[config.mk]
export PLATFORM = sky130hd
export DESIGN_NAME = tes_status
export DESIGN_NICKNAME = d
export VERILOG_FILES = /design/src/inc/tes_pkg.sv /design/src/logic/tes_status.sv
export SDC_FILE = /design/constraint.sdc
export NUM_CORES = 1
export LEC_CHECK = 0
export BUFFER_PORTS_ARGS = -buffer_cell sky130_fd_sc_hd__clkbuf_2
export CELL_PAD_IN_SITES_DETAIL_PLACEMENT = 1
export CELL_PAD_IN_SITES_GLOBAL_PLACEMENT = 1
export CORE_ASPECT_RATIO = 0.75
export CORE_MARGIN = 5
export CORE_UTILIZATION = 27
export CTS_CLUSTER_DIAMETER = 80
export DETAILED_ROUTE_END_ITERATION = 7
export PLACE_DENSITY = 0.76
export RECOVER_POWER = 100
export REMOVE_ABC_BUFFERS = 1
export SKIP_CTS_REPAIR_TIMING = 1
export SYNTH_ARGS = -nofsm -noshare
export SYNTH_HDL_FRONTEND = slang
export SYNTH_SLANG_ARGS = --single-unit
[constraint.sdc]
create_clock -name core_clk -period 2.4 [get_ports core_clk]
set_clock_uncertainty 0.1 [all_clocks]
set_input_delay 0.24 -clock core_clk [delete_from_list [all_inputs] [get_ports core_clk]]
set_output_delay 0.24 -clock core_clk [all_outputs]
set_load 0.02 [all_outputs]
[src/inc/tes_pkg.sv]
// Package for the transmit event status block: bit positions and resets
package tes_pkg;
    // Bit positions inside the transmit event status register
    localparam int TES_BIT_OSC = 7;
    localparam int TES_BIT_LOWBAT = 6;
    localparam int TES_BIT_NFULL = 5;
    localparam int TES_BIT_HALF = 4;
    localparam int TES_BIT_EMPTY = 3;
    localparam int TES_BIT_BERR = 2;
    localparam int TES_BIT_DONE = 1;
    localparam int TES_BIT_ERR = 0;
    // Register width and reset value of the sticky flags
    localparam int TES_REG_W = 8;
    localparam logic [7:0] TES_FLAGS_RST = 8'h00;
    // Fill thresholds of the transmit FIFO
    localparam logic [4:0] TES_NFULL_MAX = 5'h0f;
    localparam logic [4:0] TES_HALF_MAX = 5'h08;
    localparam logic [4:0] TES_FIFO_DEPTH = 5'h10;
endpackage : tes_pkg

[src/logic/tes_status.sv]
// Transmit event status register with enable-gated interrupt output
`timescale 1ns/100ps
//
// How it works
// - Interrupt when any flag and its enable set
// - Flags may change on different cycles
// - Bit 7 sets when oscillator is stable
// - Bit 6 follows low battery detector
// - Low battery flag and interrupt off without power manager
// - Bit 5 set at fifteen or fewer bytes
// - Bit 4 set at eight or fewer bytes
// - Bit 3 set while FIFO is empty
// - Bit 2 set on underrun
// - Bit 2 set on write into full FIFO
// - Bit 2 cleared only by FIFO clear
// - Bit 1 set after checksum outside transactions
// - In transactions, bit 1 at transaction end
// - Reading register clears bit 1
// - Reading register clears bit 0
// - Done may stay clear on acknowledged failure
// - Acknowledge outcome may use receive flags
// - Bit 0 set on acknowledge timeout
// - Bit 0 only sets in transaction mode
// - Flags reflect events regardless of enables
module tes_status
    import tes_pkg::*;
#(
    parameter int FIFO_CNT_W = 5 // Width of the FIFO byte count
) (
    input wire logic core_clk,
    input wire logic nrst,
    input wire logic [FIFO_CNT_W-1:0] tx_fifo_count,
    input wire logic tx_fifo_write,
    input wire logic tx_fifo_clear,
    input wire logic [7:0] bytes_left,
    input wire logic osc_stable,
    input wire logic low_voltage_detect,
    input wire logic power_manager,
    input wire logic transaction_mode,
    input wire logic crc_sent,
    input wire logic transaction_end,
    input wire logic ack_timeout,
    input wire logic [7:0] irq_enable,
    input wire logic reg_read,
    input wire logic reg_write,
    output logic [7:0] tx_event_flags,
    output logic irq_out
);

    // Count must reach the FIFO depth; a narrower count can never show full
    if (FIFO_CNT_W < 5) begin : g_cnt_w_check
        $error("FIFO_CNT_W too small for FIFO depth");
    end

    ////////////////////////////////////////////////////////////////////////
    // Synchronisers for analog and oscillator levels from outside
    logic [1:0] osc_sync; // Bit 1 is the only one read by logic
    logic [1:0] lvd_sync;

    // Two flops each; first stage feeds only the second
    always_ff @(posedge core_clk) begin
        if (!nrst) begin
            osc_sync <= 2'h0;
            lvd_sync <= 2'h0;
        end else begin
            osc_sync <= {osc_sync[0], osc_stable};
            lvd_sync <= {lvd_sync[0], low_voltage_detect};
        end
    end

    ////////////////////////////////////////////////////////////////////////
    // Level flags derived from the FIFO count
    logic [FIFO_CNT_W-1:0] nfull_max;
    logic [FIFO_CNT_W-1:0] half_max;
    logic [FIFO_CNT_W-1:0] depth;
    assign nfull_max = FIFO_CNT_W'(TES_NFULL_MAX);
    assign half_max = FIFO_CNT_W'(TES_HALF_MAX);
    assign depth = FIFO_CNT_W'(TES_FIFO_DEPTH);

    logic fifo_empty;
    logic fifo_full;
    assign fifo_empty = (tx_fifo_count == '0);
    assign fifo_full = (tx_fifo_count >= depth);

    // Fill test shared by the two threshold flags and their checks
    function automatic logic fill_at_most(
        input logic [FIFO_CNT_W-1:0] count,
        input logic [FIFO_CNT_W-1:0] limit
    );
        return (count <= limit);
    endfunction : fill_at_most

    // Flags are built unmasked; only irq_out sees enables
    logic [7:0] next_flags;
    logic berr_q; // Sticky buffer error
    logic done_q; // Sticky completion
    logic err_q; // Sticky transmit error

    // Next view of every flag; levels are live, events are sticky
    always_comb begin
        next_flags = TES_FLAGS_RST;
        next_flags[TES_BIT_OSC] = osc_sync[1];
        // Low battery reads zero while the power manager is off
        next_flags[TES_BIT_LOWBAT] = lvd_sync[1] & power_manager;
        next_flags[TES_BIT_NFULL] = fill_at_most(tx_fifo_count, nfull_max);
        next_flags[TES_BIT_HALF] = fill_at_most(tx_fifo_count, half_max);
        next_flags[TES_BIT_EMPTY] = fifo_empty;
        next_flags[TES_BIT_BERR] = berr_q;
        next_flags[TES_BIT_DONE] = done_q;
        next_flags[TES_BIT_ERR] = err_q;
    end

    ////////////////////////////////////////////////////////////////////////
    // Event detection
    logic underrun;
    logic overflow;
    logic done_evt;
    logic err_evt;
    assign underrun = fifo_empty && (bytes_left != 8'h00);
    assign overflow = tx_fifo_write && fifo_full;
    // Completion source depends on transaction mode
    // A failed acknowledged send may bring no end pulse: done stays clear
    // Acknowledge outcomes reported on receive flags never reach here
    assign done_evt = transaction_mode ? transaction_end : crc_sent;
    assign err_evt = transaction_mode && ack_timeout;

    // Buffer error: set beats the FIFO clear; reads do not touch it
    always_ff @(posedge core_clk) begin
        if (!nrst) begin
            berr_q <= 1'b0;
        end else if (underrun || overflow) begin
            berr_q <= 1'b1;
        end else if (tx_fifo_clear) begin
            berr_q <= 1'b0;
        end
    end

    // Completion and error cleared by read; a same-cycle event wins
    // Flags are separate flops so they may update apart
    always_ff @(posedge core_clk) begin
        if (!nrst) begin
            done_q <= 1'b0;
            err_q <= 1'b0;
        end else begin
            if (done_evt) begin
                done_q <= 1'b1;
            end else if (reg_read) begin
                done_q <= 1'b0;
            end
            if (err_evt) begin
                err_q <= 1'b1;
            end else if (reg_read) begin
                err_q <= 1'b0;
            end
        end
    end

    ////////////////////////////////////////////////////////////////////////
    // Registered outputs; reg_write has no path into any flag
    always_ff @(posedge core_clk) begin
        if (!nrst) begin
            tx_event_flags <= TES_FLAGS_RST;
            irq_out <= 1'b0;
        end else begin
            tx_event_flags <= next_flags;
            irq_out <= |(next_flags & irq_enable);
        end
    end

    ////////////////////////////////////////////////////////////////////////
    // Checks
    // Interrupt output against the flags it is built from
    a_irq_gating: assert property (
        @(posedge core_clk) disable iff (!nrst)
        irq_out == |(tx_event_flags & irq_enable) || $changed(irq_enable))
        else $error("irq out disagrees with flags and enables");

    // Transmit error only in transaction mode
    a_err_mode_only: assert property (
        @(posedge core_clk) disable iff (!nrst)
        (!transaction_mode && !err_q) |=> !err_q)
        else $error("tx error set outside transaction mode");

    a_err_timeout: assert property (
        @(posedge core_clk) disable iff (!nrst)
        (transaction_mode && ack_timeout) |=> err_q)
        else $error("ack timeout did not raise tx error");

    // Buffer error set, hold and clear
    a_berr_sticky: assert property (
        @(posedge core_clk) disable iff (!nrst)
        (berr_q && !tx_fifo_clear) |=> berr_q)
        else $error("buffer error dropped without fifo clear");

    a_berr_clear: assert property (
        @(posedge core_clk) disable iff (!nrst)
        (tx_fifo_clear && !underrun && !overflow) |=> !berr_q)
        else $error("fifo clear did not drop buffer error");

    a_berr_overflow: assert property (
        @(posedge core_clk) disable iff (!nrst)
        overflow |=> ##1 tx_event_flags[TES_BIT_BERR])
        else $error("overflow did not raise buffer error");

    a_underrun_set: assert property (
        @(posedge core_clk) disable iff (!nrst)
        underrun |=> berr_q)
        else $error("underrun did not raise buffer error");

    // Read side effects on completion and error
    a_done_read: assert property (
        @(posedge core_clk) disable iff (!nrst)
        (reg_read && !done_evt) |=> !done_q)
        else $error("read did not clear completion");

    a_err_read: assert property (
        @(posedge core_clk) disable iff (!nrst)
        (reg_read && !err_evt) |=> !err_q)
        else $error("read did not clear tx error");

    // FIFO level flags
    a_empty_level: assert property (
        @(posedge core_clk) disable iff (!nrst)
        fifo_empty |=> tx_event_flags[TES_BIT_EMPTY]
            && tx_event_flags[TES_BIT_HALF])
        else $error("empty fifo not shown");

    a_not_empty: assert property (
        @(posedge core_clk) disable iff (!nrst)
        !fifo_empty |=> !tx_event_flags[TES_BIT_EMPTY])
        else $error("empty shown with bytes in fifo");

    a_nfull_set: assert property (
        @(posedge core_clk) disable iff (!nrst)
        fill_at_most(tx_fifo_count, nfull_max)
            |=> tx_event_flags[TES_BIT_NFULL])
        else $error("not full flag missing");

    a_nfull_clear: assert property (
        @(posedge core_clk) disable iff (!nrst)
        !fill_at_most(tx_fifo_count, nfull_max)
            |=> !tx_event_flags[TES_BIT_NFULL])
        else $error("not full flag set on full fifo");

    a_half_set: assert property (
        @(posedge core_clk) disable iff (!nrst)
        fill_at_most(tx_fifo_count, half_max)
            |=> tx_event_flags[TES_BIT_HALF])
        else $error("half empty flag missing");

    a_half_clear: assert property (
        @(posedge core_clk) disable iff (!nrst)
        !fill_at_most(tx_fifo_count, half_max)
            |=> !tx_event_flags[TES_BIT_HALF])
        else $error("half empty flag set above threshold");

    // Supply and oscillator levels
    a_osc_follow: assert property (
        @(posedge core_clk) disable iff (!nrst)
        osc_sync[1] |=> tx_event_flags[TES_BIT_OSC])
        else $error("oscillator flag missing");

    a_osc_clear: assert property (
        @(posedge core_clk) disable iff (!nrst)
        !osc_sync[1] |=> !tx_event_flags[TES_BIT_OSC])
        else $error("oscillator flag set before settling");

    a_lowbat_follow: assert property (
        @(posedge core_clk) disable iff (!nrst)
        (lvd_sync[1] && power_manager) |=> tx_event_flags[TES_BIT_LOWBAT])
        else $error("low battery flag missing");

    a_lowbat_clear: assert property (
        @(posedge core_clk) disable iff (!nrst)
        !lvd_sync[1] |=> !tx_event_flags[TES_BIT_LOWBAT])
        else $error("low battery flag set with supply good");

    a_lowbat_off: assert property (
        @(posedge core_clk) disable iff (!nrst)
        !power_manager |=> !tx_event_flags[TES_BIT_LOWBAT])
        else $error("low battery set with power manager off");

    // Completion source per mode
    a_done_crc: assert property (
        @(posedge core_clk) disable iff (!nrst)
        (!transaction_mode && crc_sent) |=> ##1 tx_event_flags[TES_BIT_DONE])
        else $error("completion missing after checksum");

    a_end_ignored: assert property (
        @(posedge core_clk) disable iff (!nrst)
        (!transaction_mode && transaction_end && !crc_sent && !done_q)
            |=> !done_q)
        else $error("completion set by end outside transactions");

    a_done_txn: assert property (
        @(posedge core_clk) disable iff (!nrst)
        (transaction_mode && transaction_end) |=> done_q)
        else $error("completion missing at transaction end");

    a_crc_ignored: assert property (
        @(posedge core_clk) disable iff (!nrst)
        (transaction_mode && crc_sent && !transaction_end && !done_q)
            |=> !done_q)
        else $error("completion set by checksum inside transaction");

endmodule : tes_status

==> metrics list, run 1 <==
- For met3 alone, demand over resource in global routing was 0.0238.
* Max Clock Freq: 0.807 GHz
- At the worst endpoint, the required time is roughly 2500 ps.
- Counting buffers and inverters, the worst setup path is 3 cells deep.
* Number of cells on the worst reg-to-reg path: 3
- The largest individual stage delay along the critical path comes from the cell sky130_fd_sc_hd__dfxtp_1.
- Via count: slightly above 500
* Die W: 61.8 um
* Sort of element at the end of the critical path: flop
* Number of detailed-routing iterations run before antenna repair: 4
- In this run the static leakage power is 0.378 nW.
- In this design, the stage delay of the slowest critical-path cell is 340 ps.
- Total half-perimeter wirelength after legalization and detailed placement: 1.33 mm
- The most used flip-flop cell after synthesis is sky130_fd_sc_hd__dfxtp_1.
- Die Height: 48.8 um
- STA classifies the critical path startpoint as a flop.
* Run status: finished clean
- The final number of max-transition violations is 0.
- Count of buffers inserted at the top-level ports: a little over 40
- Average vias per placed instance: 4.40
- In the final routed layout, each cell accounts on average for 12.8 um.
* Met1 demand-to-capacity share in global routing: 0.119
- Most Used Layer, Global Route: met2
- Fraction of synthesized cell area taken by the top area cell type: 0.590
- Setup repair after global routing missed its margin: false
- The worst pin sits at a relative slew slack of 0.745.
* Maximum number of pins on one net before global-route repair: 12
- Yosys warning count: 0
* Synth top area cells: sky130_fd_sc_hd__dfxtp_1 59%, sky130_fd_sc_hd__and2_1 9.2%, sky130_fd_sc_hd__nor3_4 3.0%
- Clock-pin slew was measured on the worst setup and hold paths at ~90 ps.
- The count of nets left with antenna violations once routing finished came out at 0.
- Number of max-cap violations: 0
* Die area: 0.00302 sq mm
* Final Wtd Congestion: 0.749
- DP Worst Slack: 1140 ps
- Synthesis inferred 16 register bits.
- Post-route clock period utilization: 0.516
- Row generation in the floorplan step produced 14 rows.
- Antenna fix cells: 0
- Summed over all failing endpoints, the final setup total negative slack is 0 ps.
* Worst path cell trace: a222oi_1, a31oi_1, a221o_1
- Of the synthesized area, sequential elements account for 0.590.
- Setup CP Type: flop to flop
* Number of antenna violations at the first check in global routing: 0
- Counting along the longest clock path gives a buffer depth of 2.
- In the post-route analysis, the smallest setup slack over all paths is ~1200 ps.
* Cell with the most instances after synthesis: sky130_fd_sc_hd__dfxtp_1
* Tightest Hold Check Type: primary input to flop
- Count of nets after finishing: 129
- Of all nets on the critical path, the largest fanout is 3.
- Pin placement for this block handled 43 I/O pins.
* Pin slew with the least headroom to its limit: 383 ps
- In the routed design, unresolved DRC markers number 0.
* Minimum clock period: 1240 ps
- The worst hold path passes through 2 cells.
- Dominant delay contributor by cell family on the critical path: compound AO/OA/AOI/OAI gates
- Data on the critical path arrives at its endpoint at 1310 ps.
- Number of buffers and inverters on the critical path: 0
* Buffer type at the clock tree root: sky130_fd_sc_hd__clkbuf_4
- TritonCTS clock tree: built
* Post-synthesis cell type count: 19
* Biggest area consumer among synthesized cells: sky130_fd_sc_hd__dfxtp_1
* GRT met2 Usage: 0.186
- The first global-routing pass estimated between 2 and 2.5 mm of wire.
- Maximum vdd drop: 0.266 mV
- The clock reaches the later pin of the worst-skew pair after between 200 and 300 ps.
- The final-report hold violation count is 0.
- The average instance in the mapped netlist occupies ~11 sq um.
- Synth top cells by count: 16 x sky130_fd_sc_hd__dfxtp_1, 8 x sky130_fd_sc_hd__and2_1, 4 x sky130_fd_sc_hd__inv_1
* Post-Syn Area: 543 sq um
* Finish-stage setup viols: 0
- Cts bufs inserted: 3
- Filler cell count: 257
- The first routing iteration left 10 violations.
- Wires add up to 1.51 mm.
- For this run the aggregate overflow at the end of global routing stands at 0.
* H-tree depth: 1
* Share of layout cells above drive strength 1: 0.383
* Gate count of the mapped netlist: 50
- Core area: 0.00196 sq mm
- In the global route stage, overall resource usage came out at 0.104.
- Initial standard-cell utilization of the core: 0.277
- Yosys mapped a number of flops with a built-in enable equal to 0.
* Total power per unit cell area: 662 mW/mm^2
* Async S/R FF share, synth: 0
- Sink count of the clock tree: 16
* Number of global-route vias before repair: 596
- From synthesis to final layout, the design area changed by 44.2%.
## state kept, by name (all words and copies together), names as in the netlist
signal,count
done_q,1
lvd_sync,2
tx_event_flags,8
osc_sync,2
err_q,1
irq_out,1
berr_q,1
## cell type report
cell class,count,area (sq um),area share
inverters,4,15.0,0.0192
multi-input cells,29,189,0.241
repair buffers,41,193,0.246
flip-flops and latches,16,320,0.409
well taps,24,30.0,0.0383
clock buffers,4,36.3,0.0463
## logic make-up after synthesis
group	after synthesis	synth area share
AO/OA/AOI/OAI	9	0.127
multiplexers	1	0.0184
flip-flops	16	0.590
AND/OR/NAND/NOR	19	0.230
buffers and inverters	5	0.0345
## stage by stage
stage	hold slack [ps]	util	total power, mW	cell area (sq um)	cells
after floorplan	214	-	0.316	539	49
after global placement	315	0.395	0.354	774	114
after detailed placement	321	0.395	0.357	774	114
after CTS	60.3	0.413	0.528	811	118
after global routing	58.8	0.399	0.547	783	118
final	63.9	0.399	0.519	783	118
## worst paths after layout
kind / startpoint / to / slack, ps
max reg2reg: err_q$_SDFFE_PN0P_ / irq_out$_SDFF_PN0_ / 1160
min: low_voltage_detect / lvd_sync[0]$_SDFF_PN0_ / 60
max: err_q$_SDFFE_PN0P_ / irq_out$_SDFF_PN0_ / 1160
min reg2reg: lvd_sync[0]$_SDFF_PN0_ / lvd_sync[1]$_SDFF_PN0_ / 350
## per-layer routing
metal	part of all wire	up-vias
li1	-	260
met5	0	-
met4	0	0
met2	0.49	24
met1	0.38	235
met3	0.13	0
## cell usage in the layout, fill, tap and decap left out, types with 2 or more instances in the layout
cell type,count
sky130_fd_sc_hd__clkbuf_4,3
sky130_fd_sc_hd__a22oi_1,2
sky130_fd_sc_hd__and2_1,5
sky130_fd_sc_hd__and2_0,3
sky130_fd_sc_hd__nand2b_1,2
sky130_fd_sc_hd__clkbuf_1,10
sky130_fd_sc_hd__nor4_1,2
sky130_fd_sc_hd__a21oi_1,3
sky130_fd_sc_hd__dfxtp_1,16
sky130_fd_sc_hd__inv_1,4
sky130_fd_sc_hd__clkbuf_2,31
sky130_fd_sc_hd__nand2_1,3
## worst register-to-register path, delay by kind of cell, from the launching register on
| family | cells | cell delay [ps] |
|---|---|---|
| AO/OA/AOI/OAI | 3 | 700 |
| flip-flops | 1 | 340 |
## power breakdown
group / leakage, nW / switching, mW / internal (mW) / total (mW)
registers: 0.132 / 0.00517 / 0.278 / 0.284
logic: 0.225 / 0.0299 / 0.0322 / 0.0621
clock network: 0.0210 / 0.0807 / 0.0921 / 0.173
No activity file was read; power rests on OpenSTA's default activity.
==> inputs of run 2 (changes only) <==
--- a/config.mk
+++ b/config.mk
@@ -10,10 +10,10 @@
 export CELL_PAD_IN_SITES_GLOBAL_PLACEMENT = 1
 export CORE_ASPECT_RATIO = 0.75
 export CORE_MARGIN = 5
-export CORE_UTILIZATION = 27
+export CORE_UTILIZATION = 25
 export CTS_CLUSTER_DIAMETER = 80
 export DETAILED_ROUTE_END_ITERATION = 7
-export PLACE_DENSITY = 0.76
+export PLACE_DENSITY = 0.71
 export RECOVER_POWER = 100
 export REMOVE_ABC_BUFFERS = 1
 export SKIP_CTS_REPAIR_TIMING = 1
==> constraint.sdc (replaced) <==
create_clock -name core_clk -period 1.25 [get_ports core_clk]
set_clock_uncertainty 0.1 [all_clocks]
set_input_delay 0.125 -clock core_clk [delete_from_list [all_inputs] [get_ports core_clk]]
set_output_delay 0.125 -clock core_clk [all_outputs]
set_load 0.02 [all_outputs]
==> run 2 against run 1 <==
  * Via count increased by 5.2%
  * Non-clock buffer count increased by 10
  * Final area increased by 12%
  * Total power increased by 96%
  * Critical endpoint unchanged
  * Highest routed layer unchanged
==> metrics list, run 2 (synthesis results as in run 1) <==
- Lkg Pwr: 0.416 nW (was 0.378 nW)
* Total half-perimeter wirelength after legalization and detailed placement: 1.35 mm (was 1.33 mm)
* Antenna fix cells: 0 (unchanged)
- The clock slew at the register clock pins of the worst setup and hold paths was 90 ps (about the same).
* Clock group share of total power: 0.324 (was 0.333)
- Count of buffers inserted at the top-level ports: 41 (unchanged)
* Gate power share: 0.141 (was 0.120)
- Count of boundary I/O pins: 43 (unchanged)
- Startpoint of the worst register-to-register path: err_q$_SDFFE_PN0P_ (unchanged)
* Drt initial violations: 12 (was 10)
- H-tree depth: 1 (unchanged)
- Most frequent cells in the layout: 29 x sky130_fd_sc_hd__clkbuf_2, 16 x sky130_fd_sc_hd__dfxtp_1, 12 x sky130_fd_sc_hd__clkbuf_1 (was 31 x sky130_fd_sc_hd__clkbuf_2, 16 x sky130_fd_sc_hd__dfxtp_1, 10 x sky130_fd_sc_hd__clkbuf_1).
* Reg2Reg Setup Slack: 20 ps (was 1160 ps)
* Setup repair after global routing missed its margin: true (was false)
- Endpoint of the worst-slack reg-to-reg timing path: irq_out$_SDFF_PN0_ (unchanged)
- Finish-stage setup viols: 0 (unchanged)
- The final-report hold violation count was 0 (unchanged).
* Initial standard-cell utilization of the core: 0.267 (was 0.277)
- Number of global-route vias before repair: 598 (was 596)
* Total power per unit cell area: 1160 mW/mm^2 (was 662 mW/mm^2)
- The cell internal power dissipation is 793 uW (was 403 uW).
- The average detailed-routed wire length per instance was 12.1 um (was 12.8 um).
* Worst path cell trace: a222oi_1, a31oi_1, a221o_1 (unchanged)
- The total of fill cells in the finished design was 256 (was 257).
- The leftover overflow at the end of global routing came to 0 (unchanged).
* Share of layout cells above drive strength 1: 0.346 (was 0.383)
- The aggregate global-route resource usage came to 0.103 (was 0.104).
- Max-slew violations: 0 (unchanged)
- Switching share of power: 0.219 (was 0.223)
* Number of cells on the worst reg-to-reg path: 3 (unchanged)
- Run status: finished clean (unchanged).
* Cts bufs inserted: 3 (unchanged)
* DRC violation count after routing: 0 (unchanged)
- The total wirelength of the detailed-routed design came to 1.55 mm (was 1.51 mm).
* Row Count: 14 (unchanged)
- Critical hold path startpoint: reg_read (was low_voltage_detect)
- The count of clock tree sinks was 16 (unchanged).
- The horizontal extent of the die came to 63.8 um (was 61.8 um).
* CP max FO: 2 (was 3)
- The maximum number of pins on one net before global-route repair is 10 (was 12).
- Layout overhead on the synthesized area: 61.3% (was 44.2%)
* Clock latency of the later-clocked register in the worst-skew pair: 270 ps (about the same)
- The endpoint of the worst hold-timing path is done_q$_SDFFE_PN0P_ (was lvd_sync[0]$_SDFF_PN0_).
- Number of detailed-routing iterations run before antenna repair: 4 (unchanged)
- The CTS tree is built (unchanged).
* Maximum vdd drop: 0.709 mV (was 0.266 mV)
- Via count: 546 (was 519)
- Maximum number of buffers from clock root to sink: 2 (unchanged)
- Commonest non-fill, non-tap cell in the layout: sky130_fd_sc_hd__clkbuf_2 (unchanged)
- Data required time of the worst path: 1320 ps (was 2470 ps)
- Number of max-cap violations: 0 (unchanged)
- The number of instances on the worst hold path is 3 (was 2).
- The number of antenna violations at the first check in global routing is 0 (unchanged).
- The area of the placeable core came to 0.00203 sq mm (was 0.00196 sq mm).
* Post-route clock period utilization: 0.984 (was 0.516)
- The register with the highest flop count was tx_event_flags (unchanged).
* Final Power: 1.02 mW (was 519 uW)
- Count of nets after finishing: 139 (was 129)
- The global placement routability congestion came to 0.710 (was 0.749).
* Arrival time of data at the critical path endpoint: 1300 ps (was 1310 ps)
- Pin slew with the least headroom to its limit: 345 ps (was 383 ps)
* Largest regs: tx_event_flags: 8 flops, lvd_sync: 2 flops, osc_sync: 2 flops (unchanged)
- The remaining antenna violation count after routing is 0 (unchanged).
* Slowest stage delay, CP: 320 ps (was 340 ps)
* Max Clock Freq: 0.813 GHz (was 0.807 GHz)
- Die area: 0.00321 sq mm (was 0.00302 sq mm)
- Flip-flop count of the largest register, all copies and words added: 8 (unchanged)
- Average vias per placed instance: 4.27 (was 4.40)
* Setup ws final: 20.5 ps (was 1160 ps)
- Switching component of the power: 223 uW (was 116 uW)
* Die Height: 50.4 um (was 48.8 um)
- The type of element capturing the critical path is a flop (unchanged).
* Setup CP Type: flop to flop (unchanged)
* Buffer type at the clock tree root: sky130_fd_sc_hd__clkbuf_4 (unchanged)
- Slew margin rel.: 0.768 (was 0.745)
* DP Worst Slack: 11.1 ps (was 1140 ps)
* Nature of the critical path startpoint: flop (unchanged)
* Minimum clock period: 1230 ps (was 1240 ps)
- Tightest Hold Check Type: primary input to flop (unchanged)
- The global-route wire length before repair is 2.57 mm (was 2.44 mm).
- The part of the total power dissipated in sequential elements came to 0.536 (was 0.547).
* Slowest stage cell, crit path: sky130_fd_sc_hd__dfxtp_1 (unchanged)
run 2: changes by cell type in the layout (fill, tap and decap cells not counted):
cell and change:
sky130_fd_sc_hd__clkbuf_1 +2, sky130_fd_sc_hd__and2_0 -1, sky130_fd_sc_hd__dlygate4sd3_1 +8, sky130_fd_sc_hd__and2_1 +1
sky130_fd_sc_hd__buf_4 +2, sky130_fd_sc_hd__clkbuf_2 -2
run 2: area by class of cell:
type | instances | area [sq um] | area share
Sequential cell | 16 | 320 | 0.366
Inverter | 4 | 15.0 | 0.0171
Tap cell | 24 | 30.0 | 0.0343
Timing Repair Buffer | 51 | 285 | 0.326
Multi-Input combinational cell | 29 | 189 | 0.216
Clock buffer | 4 | 36.3 | 0.0414
run 2: worst max-delay path by stage:
stage,from,cells past startpoint,slack (ps),to
after floorplan,err_q$_SDFFE_PN0P_,3,80,irq_out$_SDFF_PN0_
final,err_q$_SDFFE_PN0P_,3,20,irq_out$_SDFF_PN0_
after global placement,err_q$_SDFFE_PN0P_,3,60,irq_out$_SDFF_PN0_
after global routing,err_q$_SDFFE_PN0P_,3,-90,irq_out$_SDFF_PN0_
after CTS,err_q$_SDFFE_PN0P_,3,2,irq_out$_SDFF_PN0_
after detailed placement,err_q$_SDFFE_PN0P_,3,10,irq_out$_SDFF_PN0_
run 2: per-stage QoR:
step / hold WS, ps / area [sq um] / instances / TNS (ps) / utilization
6_report: 6.34 / 876 / 128 / 0 / 0.431
5_1_grt: 18.9 / 876 / 128 / -103 / 0.431
4_1_cts: -60.8 / 826 / 120 / 0 / 0.406
3_5_place_dp: 238 / 790 / 116 / 0 / 0.389
3_3_place_gp: 233 / 790 / 116 / 0 / 0.389
2_1_floorplan: 99.5 / 539 / 49 / 0 / -
run 2: layer usage:
layer / track usage / routed length [um] / vias up
li1: - / - / 279
met1: 0.102 / 546 / 245
met2: 0.179 / 786 / 22
met3: 0.0759 / 211 / 0
met4: 0.0104 / 0 / 0
met5: 0 / 0 / -
run 2: power groups by stage:
stage / logic (mW) / clock network (mW) / registers, mW
6_report: 0.143 / 0.329 / 0.544
5_1_grt: 0.161 / 0.373 / 0.547
4_1_cts: 0.135 / 0.344 / 0.545
3_5_place_dp: 0.135 / 0 / 0.556
3_3_place_gp: 0.130 / 0 / 0.555
2_1_floorplan: 0.0371 / 0 / 0.570
run 2: worst max-delay path, delay by kind of cell, from the launching register on:
kind / cells / cell delay [ps]
DFF: 1 / 320
AOI/OAI and AO/OA: 3 / 700
